[src/rtl/mlp_pkg.sv]
// Shared constants, types and helpers of the multipoint link framer
package mlp_pkg;
	localparam int DATA_W = 32;
	localparam int SEQ_W = 8;
	localparam int FIFO_DEPTH = 16;
	localparam int TMR_W = 10;
	// Register offsets
	localparam logic [7:0] ADR_CTRL = 8'h00;
	localparam logic [7:0] ADR_CFG = 8'h04;
	localparam logic [7:0] ADR_STAT = 8'h08;
	localparam logic [7:0] ADR_CNT = 8'h0C;
	// Field positions
	localparam int MODE_LSB = 0;
	localparam int PRES_BIT = 8;
	localparam int REP_LSB = 0;
	localparam int LIM_LSB = 8;
	localparam int ODDS_LSB = 16;
	// Reset values
	localparam logic [3:0] MODE_RST = 4'h3;
	localparam logic PRES_RST = 1'b0;
	localparam logic [3:0] REP_RST = 4'h3;
	localparam logic [3:0] LIM_RST = 4'h9;
	localparam logic [3:0] ODDS_RST = 4'h9;
	localparam logic [15:0] LFSR_SEED = 16'hACE1;
	// Operation modes and setting range
	localparam logic [3:0] MODE_MASTER = 4'h2;
	localparam logic [3:0] MODE_SLAVE = 4'h3;
	localparam logic [3:0] MODE_REPEATER = 4'h7;
	localparam logic [3:0] SET_MAX = 4'h9;
	localparam logic [7:0] ODDS_STEP = 8'h1A;
	// Frame types
	localparam logic [1:0] FT_OUT = 2'h0;
	localparam logic [1:0] FT_RET = 2'h1;
	localparam logic [1:0] FT_ACK = 2'h2;
	// Timing
	localparam int CLK_NS = 8;
	localparam int ACK_WAIT_NS = 2000;
	localparam int SLOT_NS = 1000;
	localparam int ACK_WAIT_CYC = (ACK_WAIT_NS + CLK_NS - 1) / CLK_NS;
	localparam int SLOT_CYC = (SLOT_NS + CLK_NS - 1) / CLK_NS;
	// CRC-32
	localparam logic [31:0] CRC_POLY = 32'h04C11DB7;
	localparam logic [31:0] CRC_INIT = 32'hFFFFFFFF;

	typedef enum logic [1:0] {
		ST_IDLE = 2'b00,
		ST_SEND = 2'b01,
		ST_WAIT = 2'b10,
		ST_BACK = 2'b11
	} mlp_state_type;

	function automatic logic [31:0] mlp_crc(input logic [41:0] d);
		logic [31:0] c;
		c = CRC_INIT;
		for (int i = 41; i >= 0; i--) begin
			c = (c << 1) ^ ((c[31] ^ d[i]) ? CRC_POLY : 32'h00000000);
		end
		return ~c;
	endfunction

	function automatic logic [3:0] mlp_clamp(input logic [3:0] v);
		return (v > SET_MAX) ? SET_MAX : v;
	endfunction
endpackage
[src/rtl/mlp_fifo.sv]
// Synchronous FIFO with valid/ready on both sides and flush
module mlp_fifo #(
	parameter int W = 32,
	parameter int D = 16
) (
	// Clock and reset
	input wire logic clk_i,
	input wire logic rst_i,
	input wire logic flush_i,
	// Fill side
	input wire logic in_valid_i,
	output logic in_ready_o,
	input wire logic [W-1:0] in_data_i,
	// Drain side
	output logic out_valid_o,
	input wire logic out_ready_i,
	output logic [W-1:0] out_data_o
);
	localparam int AW = $clog2(D);
	logic [W-1:0] mem [D];
	logic [AW-1:0] wr_ptr;
	logic [AW-1:0] rd_ptr;
	logic [AW:0] count;
	logic push;
	logic pop;

	assign in_ready_o = (count != (AW+1)'(D));
	assign out_valid_o = (count != '0);
	assign out_data_o = mem[rd_ptr];
	assign push = in_valid_i && in_ready_o && !flush_i;
	assign pop = out_valid_o && out_ready_i && !flush_i;

	always_ff @(posedge clk_i) begin
		if (push) begin
			mem[wr_ptr] <= in_data_i;
		end
	end

	always_ff @(posedge clk_i) begin
		if (rst_i || flush_i) begin
			wr_ptr <= '0;
			rd_ptr <= '0;
			count <= '0;
		end else begin
			if (push) begin
				wr_ptr <= wr_ptr + 1'b1;
			end
			if (pop) begin
				rd_ptr <= rd_ptr + 1'b1;
			end
			count <= count + (AW+1)'(push) - (AW+1)'(pop);
		end
	end
endmodule

[src/rtl/mlp_link.sv]
// Multipoint link framer: master, repeater and slave packet handling
// Contract
// - Master broadcasts outbound data; slave sends only when serial data arrives.
// - Master or repeater sends each outbound packet repeatedly, unacknowledged.
// - Repeat setting 0..9 gives one to ten transmissions.
// - Receiver keeps first copy with good CRC and never acknowledges it.
// - Slave discards further copies of an already accepted packet.
// - Repeater drops remaining copies, then forwards the packet; the code starts forwarding as soon as the first good copy is accepted.
// - Repeater forwards using its own repeat setting.
// - Repeater acts as master downstream: broadcasts and acknowledges returns.
// - Return packets are acknowledged; sender retransmits until acknowledged.
// - Slave retries up to retry limit 0..9 before back-off.
// - After retries, slave attempts only on a random basis.
// - Retry odds sets attempt probability, higher value higher odds.
// - Odds zero: stop after retries and purge serial input buffer.
// - Repeater-presence setting 0 or 1 sets network timing.
// - Operation mode 7 makes the unit a repeater.
//
// Added by the designer: the placing of the registers and the Wishbone register port.
module mlp_link
	import mlp_pkg::*;
(
	// Clock and reset
	input wire logic clk_i,
	input wire logic rst_i,
	// Wishbone slave
	input wire logic wb_cyc_i,
	input wire logic wb_stb_i,
	input wire logic wb_we_i,
	input wire logic [7:0] wb_adr_i,
	input wire logic [3:0] wb_sel_i,
	input wire logic [31:0] wb_dat_i,
	output logic [31:0] wb_dat_o,
	output logic wb_ack_o,
	// Serial equipment side
	input wire logic ser_in_valid_i,
	output logic ser_in_ready_o,
	input wire logic [mlp_pkg::DATA_W-1:0] ser_in_data_i,
	output logic ser_out_valid_o,
	output logic [mlp_pkg::DATA_W-1:0] ser_out_data_o,
	// Radio transmit
	output logic rf_tx_valid_o,
	input wire logic rf_tx_ready_i,
	output logic [1:0] rf_tx_type_o,
	output logic [mlp_pkg::SEQ_W-1:0] rf_tx_seq_o,
	output logic [mlp_pkg::DATA_W-1:0] rf_tx_data_o,
	output logic [31:0] rf_tx_crc_o,
	// Radio receive
	input wire logic rf_rx_valid_i,
	input wire logic [1:0] rf_rx_type_i,
	input wire logic [mlp_pkg::SEQ_W-1:0] rf_rx_seq_i,
	input wire logic [mlp_pkg::DATA_W-1:0] rf_rx_data_i,
	input wire logic [31:0] rf_rx_crc_i
);
	import mlp_pkg::*;

	logic [3:0] mode;
	logic pres;
	logic [3:0] rep;
	logic [3:0] lim;
	logic [3:0] odds;
	logic [31:0] ctrl_rd;
	logic [31:0] cfg_rd;
	logic [31:0] next_ctrl;
	logic [31:0] next_cfg;
	logic wb_req;
	logic wb_wr;
	logic [15:0] dup_cnt;
	logic [15:0] purge_cnt;
	mlp_state_type state;
	logic [3:0] copies;
	logic [3:0] tries;
	logic [TMR_W-1:0] tmr;
	logic [TMR_W-1:0] wait_cyc;
	logic [SEQ_W-1:0] seq_cnt;
	logic [15:0] lfsr;
	logic [7:0] thr;
	logic purge;
	logic is_mst;
	logic is_slv;
	logic is_rep;
	logic is_hub;
	logic rx_good;
	logic out_new;
	logic out_dup;
	logic ret_in;
	logic ack_in;
	logic got_ack;
	logic have_seq;
	logic [SEQ_W-1:0] last_seq;
	logic ack_pend;
	logic [SEQ_W-1:0] ack_seq;
	logic fwd_pend;
	logic [SEQ_W-1:0] fwd_seq;
	logic [DATA_W-1:0] fwd_data;
	logic take_ack;
	logic take_fwd;
	logic take_new;
	logic tx_fire;
	logic fifo_v;
	logic [DATA_W-1:0] fifo_d;

	// Serial input buffer
	mlp_fifo #(
		.W(DATA_W),
		.D(FIFO_DEPTH)
	) u_fifo (
		.clk_i(clk_i),
		.rst_i(rst_i),
		.flush_i(purge),
		.in_valid_i(ser_in_valid_i),
		.in_ready_o(ser_in_ready_o),
		.in_data_i(ser_in_data_i),
		.out_valid_o(fifo_v),
		.out_ready_i(take_new),
		.out_data_o(fifo_d)
	);

	// Role decode
	assign is_mst = (mode == MODE_MASTER);
	assign is_slv = (mode == MODE_SLAVE);
	assign is_rep = (mode == MODE_REPEATER);
	assign is_hub = is_mst || is_rep;

	// Bus slave
	assign wb_req = wb_cyc_i && wb_stb_i;
	assign wb_wr = wb_req && wb_we_i && wb_ack_o;

	always_comb begin
		ctrl_rd = '0;
		ctrl_rd[MODE_LSB +: 4] = mode;
		ctrl_rd[PRES_BIT] = pres;
		cfg_rd = '0;
		cfg_rd[REP_LSB +: 4] = rep;
		cfg_rd[LIM_LSB +: 4] = lim;
		cfg_rd[ODDS_LSB +: 4] = odds;
		next_ctrl = ctrl_rd;
		next_cfg = cfg_rd;
		for (int b = 0; b < 4; b++) begin
			if (wb_sel_i[b]) begin
				next_ctrl[8*b +: 8] = wb_dat_i[8*b +: 8];
				next_cfg[8*b +: 8] = wb_dat_i[8*b +: 8];
			end
		end
	end

	always_ff @(posedge clk_i) begin
		if (rst_i) begin
			wb_ack_o <= 1'b0;
		end else begin
			wb_ack_o <= wb_req && !wb_ack_o;
		end
	end

	always_ff @(posedge clk_i) begin
		if (rst_i) begin
			wb_dat_o <= 32'h00000000;
		end else if (wb_req && !wb_ack_o) begin
			case (wb_adr_i)
				ADR_CTRL: wb_dat_o <= ctrl_rd;
				ADR_CFG: wb_dat_o <= cfg_rd;
				ADR_STAT: wb_dat_o <= {8'h00, last_seq, tries, copies,
					ack_pend, fwd_pend, have_seq, fifo_v, 2'b00, state};
				ADR_CNT: wb_dat_o <= {purge_cnt, dup_cnt};
				default: wb_dat_o <= 32'h00000000;
			endcase
		end
	end

	always_ff @(posedge clk_i) begin
		if (rst_i) begin
			mode <= MODE_RST;
			pres <= PRES_RST;
		end else if (wb_wr && wb_adr_i == ADR_CTRL) begin
			mode <= next_ctrl[MODE_LSB +: 4];
			pres <= next_ctrl[PRES_BIT];
		end
	end

	always_ff @(posedge clk_i) begin
		if (rst_i) begin
			rep <= REP_RST;
			lim <= LIM_RST;
			odds <= ODDS_RST;
		end else if (wb_wr && wb_adr_i == ADR_CFG) begin
			rep <= mlp_clamp(next_cfg[REP_LSB +: 4]);
			lim <= mlp_clamp(next_cfg[LIM_LSB +: 4]);
			odds <= mlp_clamp(next_cfg[ODDS_LSB +: 4]);
		end
	end

	always_ff @(posedge clk_i) begin
		if (rst_i || (wb_wr && wb_adr_i == ADR_CNT)) begin
			dup_cnt <= 16'h0000;
			purge_cnt <= 16'h0000;
		end else begin
			if (out_dup) begin
				dup_cnt <= dup_cnt + 16'h0001;
			end
			if (purge) begin
				purge_cnt <= purge_cnt + 16'h0001;
			end
		end
	end

	// Receive classification
	assign rx_good = rf_rx_valid_i &&
		(rf_rx_crc_i == mlp_crc({rf_rx_type_i, rf_rx_seq_i, rf_rx_data_i}));
	assign out_dup = rx_good && rf_rx_type_i == FT_OUT && (is_slv || is_rep) &&
		have_seq && rf_rx_seq_i == last_seq;
	assign out_new = rx_good && rf_rx_type_i == FT_OUT && (is_slv || is_rep) &&
		!(have_seq && rf_rx_seq_i == last_seq);
	assign ret_in = rx_good && rf_rx_type_i == FT_RET && is_hub;
	assign ack_in = rx_good && rf_rx_type_i == FT_ACK && is_slv &&
		state == ST_WAIT && rf_rx_seq_i == rf_tx_seq_o;

	always_ff @(posedge clk_i) begin
		if (rst_i) begin
			have_seq <= 1'b0;
			last_seq <= '0;
		end else if (out_new) begin
			have_seq <= 1'b1;
			last_seq <= rf_rx_seq_i;
		end
	end

	always_ff @(posedge clk_i) begin
		if (rst_i) begin
			ser_out_valid_o <= 1'b0;
			ser_out_data_o <= '0;
		end else begin
			ser_out_valid_o <= (out_new && is_slv) || ret_in;
			if ((out_new && is_slv) || ret_in) begin
				ser_out_data_o <= rf_rx_data_i;
			end
		end
	end

	always_ff @(posedge clk_i) begin
		if (rst_i) begin
			got_ack <= 1'b0;
		end else begin
			got_ack <= ack_in;
		end
	end

	// Pending acknowledge; a new return wins over the take
	always_ff @(posedge clk_i) begin
		if (rst_i) begin
			ack_pend <= 1'b0;
			ack_seq <= '0;
		end else begin
			if (take_ack) begin
				ack_pend <= 1'b0;
			end
			if (ret_in) begin
				ack_pend <= 1'b1;
				ack_seq <= rf_rx_seq_i;
			end
		end
	end

	// Forward buffer of the repeater
	always_ff @(posedge clk_i) begin
		if (rst_i) begin
			fwd_pend <= 1'b0;
			fwd_seq <= '0;
			fwd_data <= '0;
		end else begin
			if (take_fwd) begin
				fwd_pend <= 1'b0;
			end
			if (out_new && is_rep) begin
				fwd_pend <= 1'b1;
				fwd_seq <= rf_rx_seq_i;
				fwd_data <= rf_rx_data_i;
			end
		end
	end

	// Random source for back-off
	always_ff @(posedge clk_i) begin
		if (rst_i) begin
			lfsr <= LFSR_SEED;
		end else begin
			lfsr <= {lfsr[14:0], lfsr[15] ^ lfsr[13] ^ lfsr[12] ^ lfsr[10]};
		end
	end

	assign thr = 8'(odds * ODDS_STEP);
	assign wait_cyc = pres ? TMR_W'(2 * ACK_WAIT_CYC) : TMR_W'(ACK_WAIT_CYC);

	// Transmit scheduling
	assign take_ack = state == ST_IDLE && ack_pend && is_hub;
	assign take_fwd = state == ST_IDLE && !take_ack && fwd_pend && is_rep;
	assign take_new = state == ST_IDLE && !take_ack && !take_fwd && fifo_v && !purge &&
		(is_mst || is_slv);
	assign tx_fire = rf_tx_valid_o && rf_tx_ready_i;
	assign rf_tx_crc_o = mlp_crc({rf_tx_type_o, rf_tx_seq_o, rf_tx_data_o});

	always_ff @(posedge clk_i) begin
		if (rst_i) begin
			seq_cnt <= '0;
		end else if (take_new) begin
			seq_cnt <= seq_cnt + 1'b1;
		end
	end

	always_ff @(posedge clk_i) begin
		if (rst_i) begin
			state <= ST_IDLE;
			rf_tx_valid_o <= 1'b0;
			rf_tx_type_o <= FT_OUT;
			rf_tx_seq_o <= '0;
			rf_tx_data_o <= '0;
			copies <= 4'h0;
			tries <= 4'h0;
			tmr <= '0;
			purge <= 1'b0;
		end else begin
			purge <= 1'b0;
			case (state)
				ST_IDLE: begin
					copies <= 4'h0;
					tries <= 4'h0;
					if (take_ack) begin
						rf_tx_type_o <= FT_ACK;
						rf_tx_seq_o <= ack_seq;
						rf_tx_data_o <= '0;
						rf_tx_valid_o <= 1'b1;
						state <= ST_SEND;
					end else if (take_fwd) begin
						rf_tx_type_o <= FT_OUT;
						rf_tx_seq_o <= fwd_seq;
						rf_tx_data_o <= fwd_data;
						rf_tx_valid_o <= 1'b1;
						state <= ST_SEND;
					end else if (take_new) begin
						rf_tx_type_o <= is_mst ? FT_OUT : FT_RET;
						rf_tx_seq_o <= seq_cnt + 1'b1;
						rf_tx_data_o <= fifo_d;
						rf_tx_valid_o <= 1'b1;
						state <= ST_SEND;
					end
				end
				ST_SEND: begin
					if (tx_fire) begin
						if (rf_tx_type_o == FT_OUT && copies < rep) begin
							copies <= copies + 4'h1;
						end else if (rf_tx_type_o == FT_RET) begin
							rf_tx_valid_o <= 1'b0;
							tmr <= wait_cyc;
							state <= ST_WAIT;
						end else begin
							rf_tx_valid_o <= 1'b0;
							state <= ST_IDLE;
						end
					end
				end
				ST_WAIT: begin
					if (got_ack) begin
						state <= ST_IDLE;
					end else if (tmr == '0) begin
						if (tries < lim) begin
							tries <= tries + 4'h1;
							rf_tx_valid_o <= 1'b1;
							state <= ST_SEND;
						end else if (odds == 4'h0) begin
							purge <= 1'b1;
							state <= ST_IDLE;
						end else begin
							tmr <= TMR_W'(SLOT_CYC);
							state <= ST_BACK;
						end
					end else begin
						tmr <= tmr - 1'b1;
					end
				end
				ST_BACK: begin
					if (tmr == '0) begin
						if (lfsr[7:0] < thr) begin
							rf_tx_valid_o <= 1'b1;
							state <= ST_SEND;
						end else begin
							tmr <= TMR_W'(SLOT_CYC);
						end
					end else begin
						tmr <= tmr - 1'b1;
					end
				end
				default: begin
					rf_tx_valid_o <= 1'b0;
					state <= ST_IDLE;
				end
			endcase
		end
	end

	property p_idle_slave;
		@(posedge clk_i) disable iff (rst_i)
		(is_slv && state == ST_IDLE && !fifo_v && !rf_tx_valid_o) |=> !rf_tx_valid_o;
	endproperty
	a_idle_slave: assert property (p_idle_slave) else $error("slave sent without data");

	property p_copy_count;
		@(posedge clk_i) disable iff (rst_i)
		(tx_fire && rf_tx_type_o == FT_OUT && copies < rep) |=>
			(rf_tx_valid_o && copies == $past(copies) + 4'h1);
	endproperty
	a_copy_count: assert property (p_copy_count) else $error("outbound copy not repeated");

	property p_rep_range;
		@(posedge clk_i) disable iff (rst_i)
		copies <= rep && rep <= SET_MAX;
	endproperty
	a_rep_range: assert property (p_rep_range) else $error("repeat count out of range");

	property p_no_ack_out;
		@(posedge clk_i) disable iff (rst_i)
		(rx_good && rf_rx_type_i == FT_OUT && !ack_pend) |=> !ack_pend;
	endproperty
	a_no_ack_out: assert property (p_no_ack_out) else $error("outbound packet acknowledged");

	property p_dup_drop;
		@(posedge clk_i) disable iff (rst_i)
		(out_dup && !ret_in) |=> !ser_out_valid_o;
	endproperty
	a_dup_drop: assert property (p_dup_drop) else $error("duplicate copy delivered");

	property p_fwd_take;
		@(posedge clk_i) disable iff (rst_i)
		(is_rep && out_new) |=> fwd_pend && fwd_seq == $past(rf_rx_seq_i);
	endproperty
	a_fwd_take: assert property (p_fwd_take) else $error("repeater lost accepted packet");

	property p_ack_done;
		@(posedge clk_i) disable iff (rst_i)
		(state == ST_WAIT && got_ack) |=> state == ST_IDLE;
	endproperty
	a_ack_done: assert property (p_ack_done) else $error("acknowledge not honoured");

	property p_tries_cap;
		@(posedge clk_i) disable iff (rst_i)
		(state == ST_WAIT && tmr == '0 && !got_ack && tries == lim) |=> state != ST_SEND;
	endproperty
	a_tries_cap: assert property (p_tries_cap) else $error("retry limit exceeded");

	property p_odds_block;
		@(posedge clk_i) disable iff (rst_i)
		(state == ST_BACK && tmr == '0 && lfsr[7:0] >= thr) |=>
			(state == ST_BACK && tmr == TMR_W'(SLOT_CYC));
	endproperty
	a_odds_block: assert property (p_odds_block) else $error("back-off odds ignored");

	property p_purge;
		@(posedge clk_i) disable iff (rst_i)
		(state == ST_WAIT && tmr == '0 && !got_ack && tries == lim && odds == 4'h0) |=>
			(purge && state == ST_IDLE);
	endproperty
	a_purge: assert property (p_purge) else $error("buffer not purged");
endmodule

[config.mk]
export PLATFORM = sky130hd
export DESIGN_NAME = mlp_link
export DESIGN_NICKNAME = d
export VERILOG_FILES = /design/src/rtl/mlp_pkg.sv /design/src/rtl/mlp_fifo.sv /design/src/rtl/mlp_link.sv
export SDC_FILE = /design/constraint.sdc
export NUM_CORES = 1
export LEC_CHECK = 0
export ABC_AREA = 1
export BUFFER_PORTS_ARGS = -buffer_cell sky130_fd_sc_hd__buf_2
export CORE_MARGIN = 2
export CORE_UTILIZATION = 50
export CTS_BUF_LIST = sky130_fd_sc_hd__clkbuf_4
export CTS_CLUSTER_SIZE = 25
export DETAILED_ROUTE_END_ITERATION = 10
export PLACE_DENSITY = 0.8
export SLEW_MARGIN = 25
export SYNTH_ARGS = -nofsm -noshare
export SYNTH_HDL_FRONTEND = slang
export SYNTH_SLANG_ARGS = --single-unit
export TNS_END_PERCENT = 10
[constraint.sdc]
create_clock -name clk_i -period 18.7 [get_ports clk_i]
set_clock_uncertainty 0.1 [all_clocks]
set_input_delay 3.74 -clock clk_i [delete_from_list [all_inputs] [get_ports clk_i]]
set_output_delay 3.74 -clock clk_i [all_outputs]
set_load 0.1 [all_outputs]
==> impl_metrics.json, run 1 <==
{
  "cp-end-kind": "register",
  "reg2reg_to": "rf_tx_seq_o[2]$_SDFFE_PP0P_",
  "routabilityCongestion": 0.979,
  "nets": 5802,
  "seq_area_frac_synth_pct": 47.4,
  "fmax_mhz": 89.8,
  "area_growth_pct": 11.1,
  "layout.cells.most_common": "nand2_1",
  "critPathBufInv": 7,
  "drcViolationCount": 0,
  "fin_util_pct": 55.8,
  "rows": 109,
  "grt_first_pass_wirelength_mm": 204,
  "reg2reg_from": "mode[0]$_SDFFE_PP1P_",
  "cp_slowest_cell": "nor3_4",
  "startpoint_type": "primary input",
  "grt_max_degree": 148,
  "critPathMaxFanout": 47,
  "hold_buffers": 0,
  "grt.total_usage_pct": 29.4,
  "fin_crit_ns": 11.13,
  "via_count": 38921,
  "die-area_um2": 90900,
  "first_pass_iters": 7,
  "grt_pass1_vias": 35841,
  "ys_types": 66,
  "path_depth": 40,
  "crit_start": "rf_rx_type_i[1]",
  "start_util_pct": 50.2,
  "critical_path_class": "in -> reg",
  "synth_ff_type": "edfxtp_1",
  "synth_nets": 5506,
  "netlist_instances": 5296,
  "grt-ovfl-total": 0,
  "rsz0062_at_grt": "false",
  "fin_crit_sh_pct": 59.5,
  "clock_sinks": 792,
  "cts_tree": "done",
  "ios": 300,
  "die_y_um": 301,
  "portBuffers": 278,
  "regToRegSetupSlack_ns": 13.33,
  "cts_setup_buffers": 0,
  "antenna_found_initial": 16,
  "cp_slowest_stage_delay_ns": 0.49,
  "yosysWarnings": 0,
  "routed_wl_mm": 137,
  "worstMarginPinSlew_ns": 1.06,
  "ctsHtreeMaxLevel": 4,
  "reg2regPathDepth": 15,
  "setup_viol": 0,
  "drtAntennaViolNets": 0,
  "cp_top_family": "simple AND/OR/NAND/NOR gates",
  "synth_edf_count": 512,
  "async_flop_share_pct": 0,
  "slew_viol_final": 0,
  "cts_buffer_depth": 3,
  "clockRootBuffer": "clkbuf_4",
  "routedWlPerCell_um": 19.8,
  "final_cell_mix": "nand2_1, edfxtp_1, inv_1",
  "drt_iter0_markers": 4518,
  "hp-class": "reg -> reg",
  "tns_ns": 0,
  "arrival_ns": 12.00,
  "post_cts_resized": 0,
  "clkTransAtPathRegs_ns": 0.08,
  "maxCapViolations": 0,
  "syn_avg_cell_area_um2": 8.35,
  "required_ns": 19.56,
  "cts_made_buffers": 192,
  "die_w_um": 301,
  "synth_area_um2": 44200,
  "drive_gt1_share_pct": 13.9,
  "core_area_um2": 88100,
  "vias_per_cell": 5.63,
  "ys_ff_latch": 792,
  "finalHoldViolations": 0,
  "relSlewSlack_pct": 29.2,
  "crit_path_frequent_cell": "nand2_1",
  "clkLatencyLatePin_ns": 1.10,
  "dp_hpwl_mm": 95.5,
  "crit_path_end": "fwd_data[10]$_SDFFE_PP0P_",
  "status": "complete, no violations"
}
## worst register-to-register path, cell delays in order, from the launching register on
cell	delay, ns
dfxtp_1	0.33
inv_1	0.09
nor3_1	0.44
inv_1	0.17
nor2_1	0.37
nor2_1	0.15
nor3_2	0.13
buf_4	0.32
nor2_1	0.12
nand3_1	0.12
buf_4	0.46
nand2_1	0.37
nor2_2	0.63
clkinv_2	0.88
o21ai_0	0.43
a31oi_1	0.08
## flip-flops by register name, summed over array words and instances, names as in the netlist, 10 cells and up, named ones only
register	cells
dup_cnt	16
fwd_data	32
lfsr	16
purge_cnt	16
rf_tx_data_o	32
ser_out_data_o	32
tmr	10
u_fifo.mem	512
wb_dat_o	32
## final cells by class
type / count / area, µm²
fill: 7857 / 38900
sequential: 792 / 21000
multi-input combinational: 3861 / 20900
clock buffer: 280 / 2100
timing repair buffer: 318 / 1700
inverter: 427 / 1620
tap: 1165 / 1460
clock inverter: 62 / 382
antenna: 12 / 30.0
## cell usage after synthesis (7+ instances only)
cell	count	area share (%)
a32oi_1	16	0.32
or2_2	16	0.23
xor2_4	12	0.75
buf_1	34	0.29
a221oi_1	43	0.85
xnor2_2	16	0.59
buf_2	17	0.19
a211oi_1	36	0.61
ha_1	50	1.4
nor2_1	311	2.6
nand2_1	1654	14
nor3_1	39	0.44
o211ai_1	27	0.46
nand3b_1	48	0.81
a31oi_1	10	0.14
o21ai_0	155	1.8
xor2_2	29	1.1
a311oi_1	19	0.38
edfxtp_1	512	35
nor4_1	12	0.17
nand2_2	38	0.54
a21oi_1	388	4.4
o311ai_0	14	0.28
clkbuf_1	145	1.2
buf_4	15	0.25
inv_2	12	0.10
nand2_4	7	0.18
dfxtp_1	280	13
or4_1	10	0.17
nand3_1	383	4.3
a221o_1	14	0.32
o31ai_1	15	0.25
o22ai_1	19	0.27
inv_1	411	3.5
xor2_1	264	5.2
nand4_1	32	0.45
a22oi_1	32	0.54
xnor2_1	106	2.1
## stage by stage
step           hold WS, ns  setup WS [ns]  area (µm²)  cells
2_1_floorplan        0.288           6.91       44200   5296
3_3_place_gp         0.293           6.92       46600   6563
3_5_place_dp         0.305           6.87       46600   6563
4_1_cts              0.307           7.61       49100   6905
5_1_grt              0.334           7.07       49100   6913
6_report             0.297           7.57       49200   6917
## kinds of logic (layout without fill, tap and decap cells)
kind of cell | count (synthesis) | in the layout | share of synthesized area (%)
AO/OA/AOI/OAI | 808 | 808 | 10.9
XOR/XNOR | 433 | 433 | 10.1
adder cells (fa/ha/maj) | 52 | 52 | 1.50
buffers and inverters | 643 | 1087 | 5.71
flip-flops | 792 | 792 | 47.4
other | 0 | 12 | 0
AND/OR/NAND/NOR | 2568 | 2568 | 24.3
## how the worst min path moves through the flow
stage | startpoint | end | slack [ns] | cells after the start
floorplan | lfsr[11]$_SDFF_PP1_ | lfsr[12]$_SDFF_PP0_ | 0.29 | 2
global placement | lfsr[14]$_SDFF_PP0_ | lfsr[15]$_SDFF_PP1_ | 0.29 | 1
detailed placement | lfsr[0]$_SDFF_PP1_ | lfsr[1]$_SDFF_PP0_ | 0.31 | 2
CTS | lfsr[0]$_SDFF_PP1_ | lfsr[1]$_SDFF_PP0_ | 0.31 | 2
global route | lfsr[8]$_SDFF_PP0_ | lfsr[9]$_SDFF_PP0_ | 0.33 | 2
finish | ack_seq[3]$_SDFFE_PP0P_ | rf_tx_seq_o[3]$_SDFFE_PP0P_ | 0.30 | 2
## metal layers
layer	GRT usage, %	up-vias	part of all wire [%]
met3	7.18	361	10
met1	37.1	18118	39
met4	14.0	14	4.7
met2	47.6	1924	46
met5	0	-	0.066
li1	-	18504	-
Power of run 1 is not shown: default switching activity piles up to over one toggle a cycle in this logic, so the estimate is an artifact.
==> inputs of run 2 (changes only) <==
==> constraint.sdc (replaced) <==
create_clock -name clk_i -period 10.4 [get_ports clk_i]
set_clock_uncertainty 0.1 [all_clocks]
set_input_delay 2.08 -clock clk_i [delete_from_list [all_inputs] [get_ports clk_i]]
set_output_delay 2.08 -clock clk_i [all_outputs]
set_load 0.1 [all_outputs]
==> run 2 against run 1 <==
Compared with the run above: critical path depth shrank 19; via count increased by 0.15%; wire length rose by 0.63%; highest routed layer unchanged; largest cell class unchanged; global-route usage up 0.25 points; setup slack lost 6.4 ns; hold slack lost 0.0045 ns; critical endpoint is now rf_tx_crc_o[23].
==> impl_metrics.json, run 2 (synthesis gave the netlist of run 1 again) <==
{
  "routabilityCongestion": 0.995,
  "routed_wl_mm": 138,
  "area_growth_pct": 10.8,
  "cp_slowest_cell": "dfxtp_1",
  "cts_tree": "done",
  "antenna_found_initial": 18,
  "nets": 5806,
  "fin_ws_ns": 1.20,
  "wl_met2_mm": 63.0,
  "startpoint_type": "register",
  "reg2reg_from": "mode[0]$_SDFFE_PP1P_",
  "post_cts_resized": 0,
  "drive_gt1_share_pct": 13.6,
  "critPathMaxFanout": 9,
  "via_count": 38978,
  "dpl-instance-area_um2": 46700,
  "fmax_mhz": 109,
  "reg2reg_to": "u_fifo.count[4]$_SDFF_PP0_",
  "clockRootBuffer": "clkbuf_4",
  "grt.total_usage_pct": 29.7,
  "finalHoldViolations": 0,
  "grt-ovfl-total": 0,
  "drt_iter0_markers": 4448,
  "die_y_um": 301,
  "grt_max_degree": 109,
  "whs_endpoint": "lfsr[12]$_SDFF_PP0_",
  "layout.cells.most_common": "nand2_1",
  "die_w_um": 301,
  "fin_crit_sh_pct": 88.4,
  "clkLatencyLatePin_ns": 1.09,
  "setup_viol": 0,
  "status": "complete, no violations",
  "grt_pass1_vias": 36316,
  "hold_buffers": 0,
  "rsz0062_at_grt": "false",
  "maxCapViolations": 0,
  "wl_met1_mm": 54.0,
  "die-area_um2": 90900,
  "final_cell_mix": "nand2_1, edfxtp_1, inv_1",
  "crit_chain": "inv_1, ha_1, or2_2, nand2_1, nand2_1, nand2_2, xor2_2, xor2_1, xor2_4, xor2_2, xnor2_2, xor2_2, xnor2_1, inv_1, nand2_2, nand2_4, xor2_1, xnor2_4, xor2_4, xnor2_1, buf_2",
  "first_pass_iters": 6,
  "clkTransAtPathRegs_ns": 0.06,
  "dp_hpwl_mm": 95.5,
  "fin_crit_ns": 9.20,
  "cp_slowest_stage_delay_ns": 0.61,
  "rows": 109,
  "largest_reg_flops": 512,
  "vias_per_cell": 5.64,
  "worstHoldStart": "lfsr[11]$_SDFF_PP1_",
  "regToRegSetupSlack_ns": 5.07,
  "critical_path_class": "reg -> out",
  "slew_viol_final": 0,
  "grt_first_pass_wirelength_mm": 206,
  "hold_path_depth": 2,
  "worstMarginPinSlew_ns": 1.10,
  "routedWlPerCell_um": 20.0,
  "cp-end-kind": "primary output",
  "ctsHtreeMaxLevel": 4,
  "wl_met3_mm": 14.5,
  "clock_sinks": 792,
  "arrival_ns": 7.02,
  "drtAntennaViolNets": 0,
  "tns_ns": 0,
  "design_area_um2": 49000,
  "ios": 300,
  "cts_made_buffers": 189,
  "core_area_um2": 88100,
  "crit_path_frequent_cell": "xor2_2",
  "largest-register": "u_fifo.mem",
  "hp-class": "reg -> reg",
  "required_ns": 8.22,
  "portBuffers": 278,
  "start_util_pct": 50.2,
  "highest_layer": "met5",
  "relSlewSlack_pct": 26.3,
  "cts_setup_buffers": 0,
  "dpl_worst_slack_ns": 1.28,
  "reg2regPathDepth": 21,
  "drcViolationCount": 0,
  "cts_buffer_depth": 3
}
## run 2: cell types whose count changed in the layout (fill, tap and decap cells not counted), moves of 2 or more
cell / change
clkinvlp_4: -2
buf_4: +7
clkinv_8: -3
inv_2: +3
diode_2: +2
clkbuf_4: -19
inv_12: -2
clkinv_1: +7
inv_6: +5
## run 2: how the worst max path moves through the flow
stage,start,to,cells past startpoint
2_1_floorplan,rf_tx_type_o[1]$_SDFFE_PP0P_,rf_tx_crc_o[23],20
3_3_place_gp,rf_rx_type_i[1],ack_seq[7]$_SDFFE_PP0P_,40
3_5_place_dp,rf_rx_type_i[1],fwd_data[12]$_SDFFE_PP0P_,37
4_1_cts,rf_tx_type_o[0]$_SDFFE_PP0P_,rf_tx_crc_o[23],21
5_1_grt,rf_tx_type_o[0]$_SDFFE_PP0P_,rf_tx_crc_o[23],21
6_report,rf_tx_type_o[0]$_SDFFE_PP0P_,rf_tx_crc_o[23],21
## run 2: critical path: cells and delay by family (launching register included)
family                   cells  cell delay [ns]
XOR/XNOR                    11             3.43
adder cells (fa/ha/maj)      1             0.39
buffers and inverters        3             0.67
flip-flops                   1             0.61
AND/OR/NAND/NOR              6             0.80
## run 2: cell type report
cell class	instances	area [µm²]
Clock inverter	67	344
Timing Repair Buffer	325	1760
Multi-Input combinational cell	3861	20900
Clock buffer	261	1960
Fill cell	7805	39100
Tap cell	1165	1460
Sequential cell	792	21000
Antenna cell	14	35.0
Inverter	427	1620
## run 2: metal layers
layer / up-vias / GRT usage [%]
met3: 371 / 7.09
met4: 22 / 14.8
met2: 1970 / 47.1
met5: - / 0
met1: 18118 / 38.0
li1: 18497 / -
## run 2: metrics by stage
step	hold WS [ns]	cells	utilization, %
global placement	0.294	6570	53.0
detailed placement	0.295	6570	53.0
global route	0.307	6906	55.6
floorplan	0.288	5296	-
CTS	0.300	6898	55.6
finish	0.292	6912	55.7
Power of run 2 is left out for the same reason.
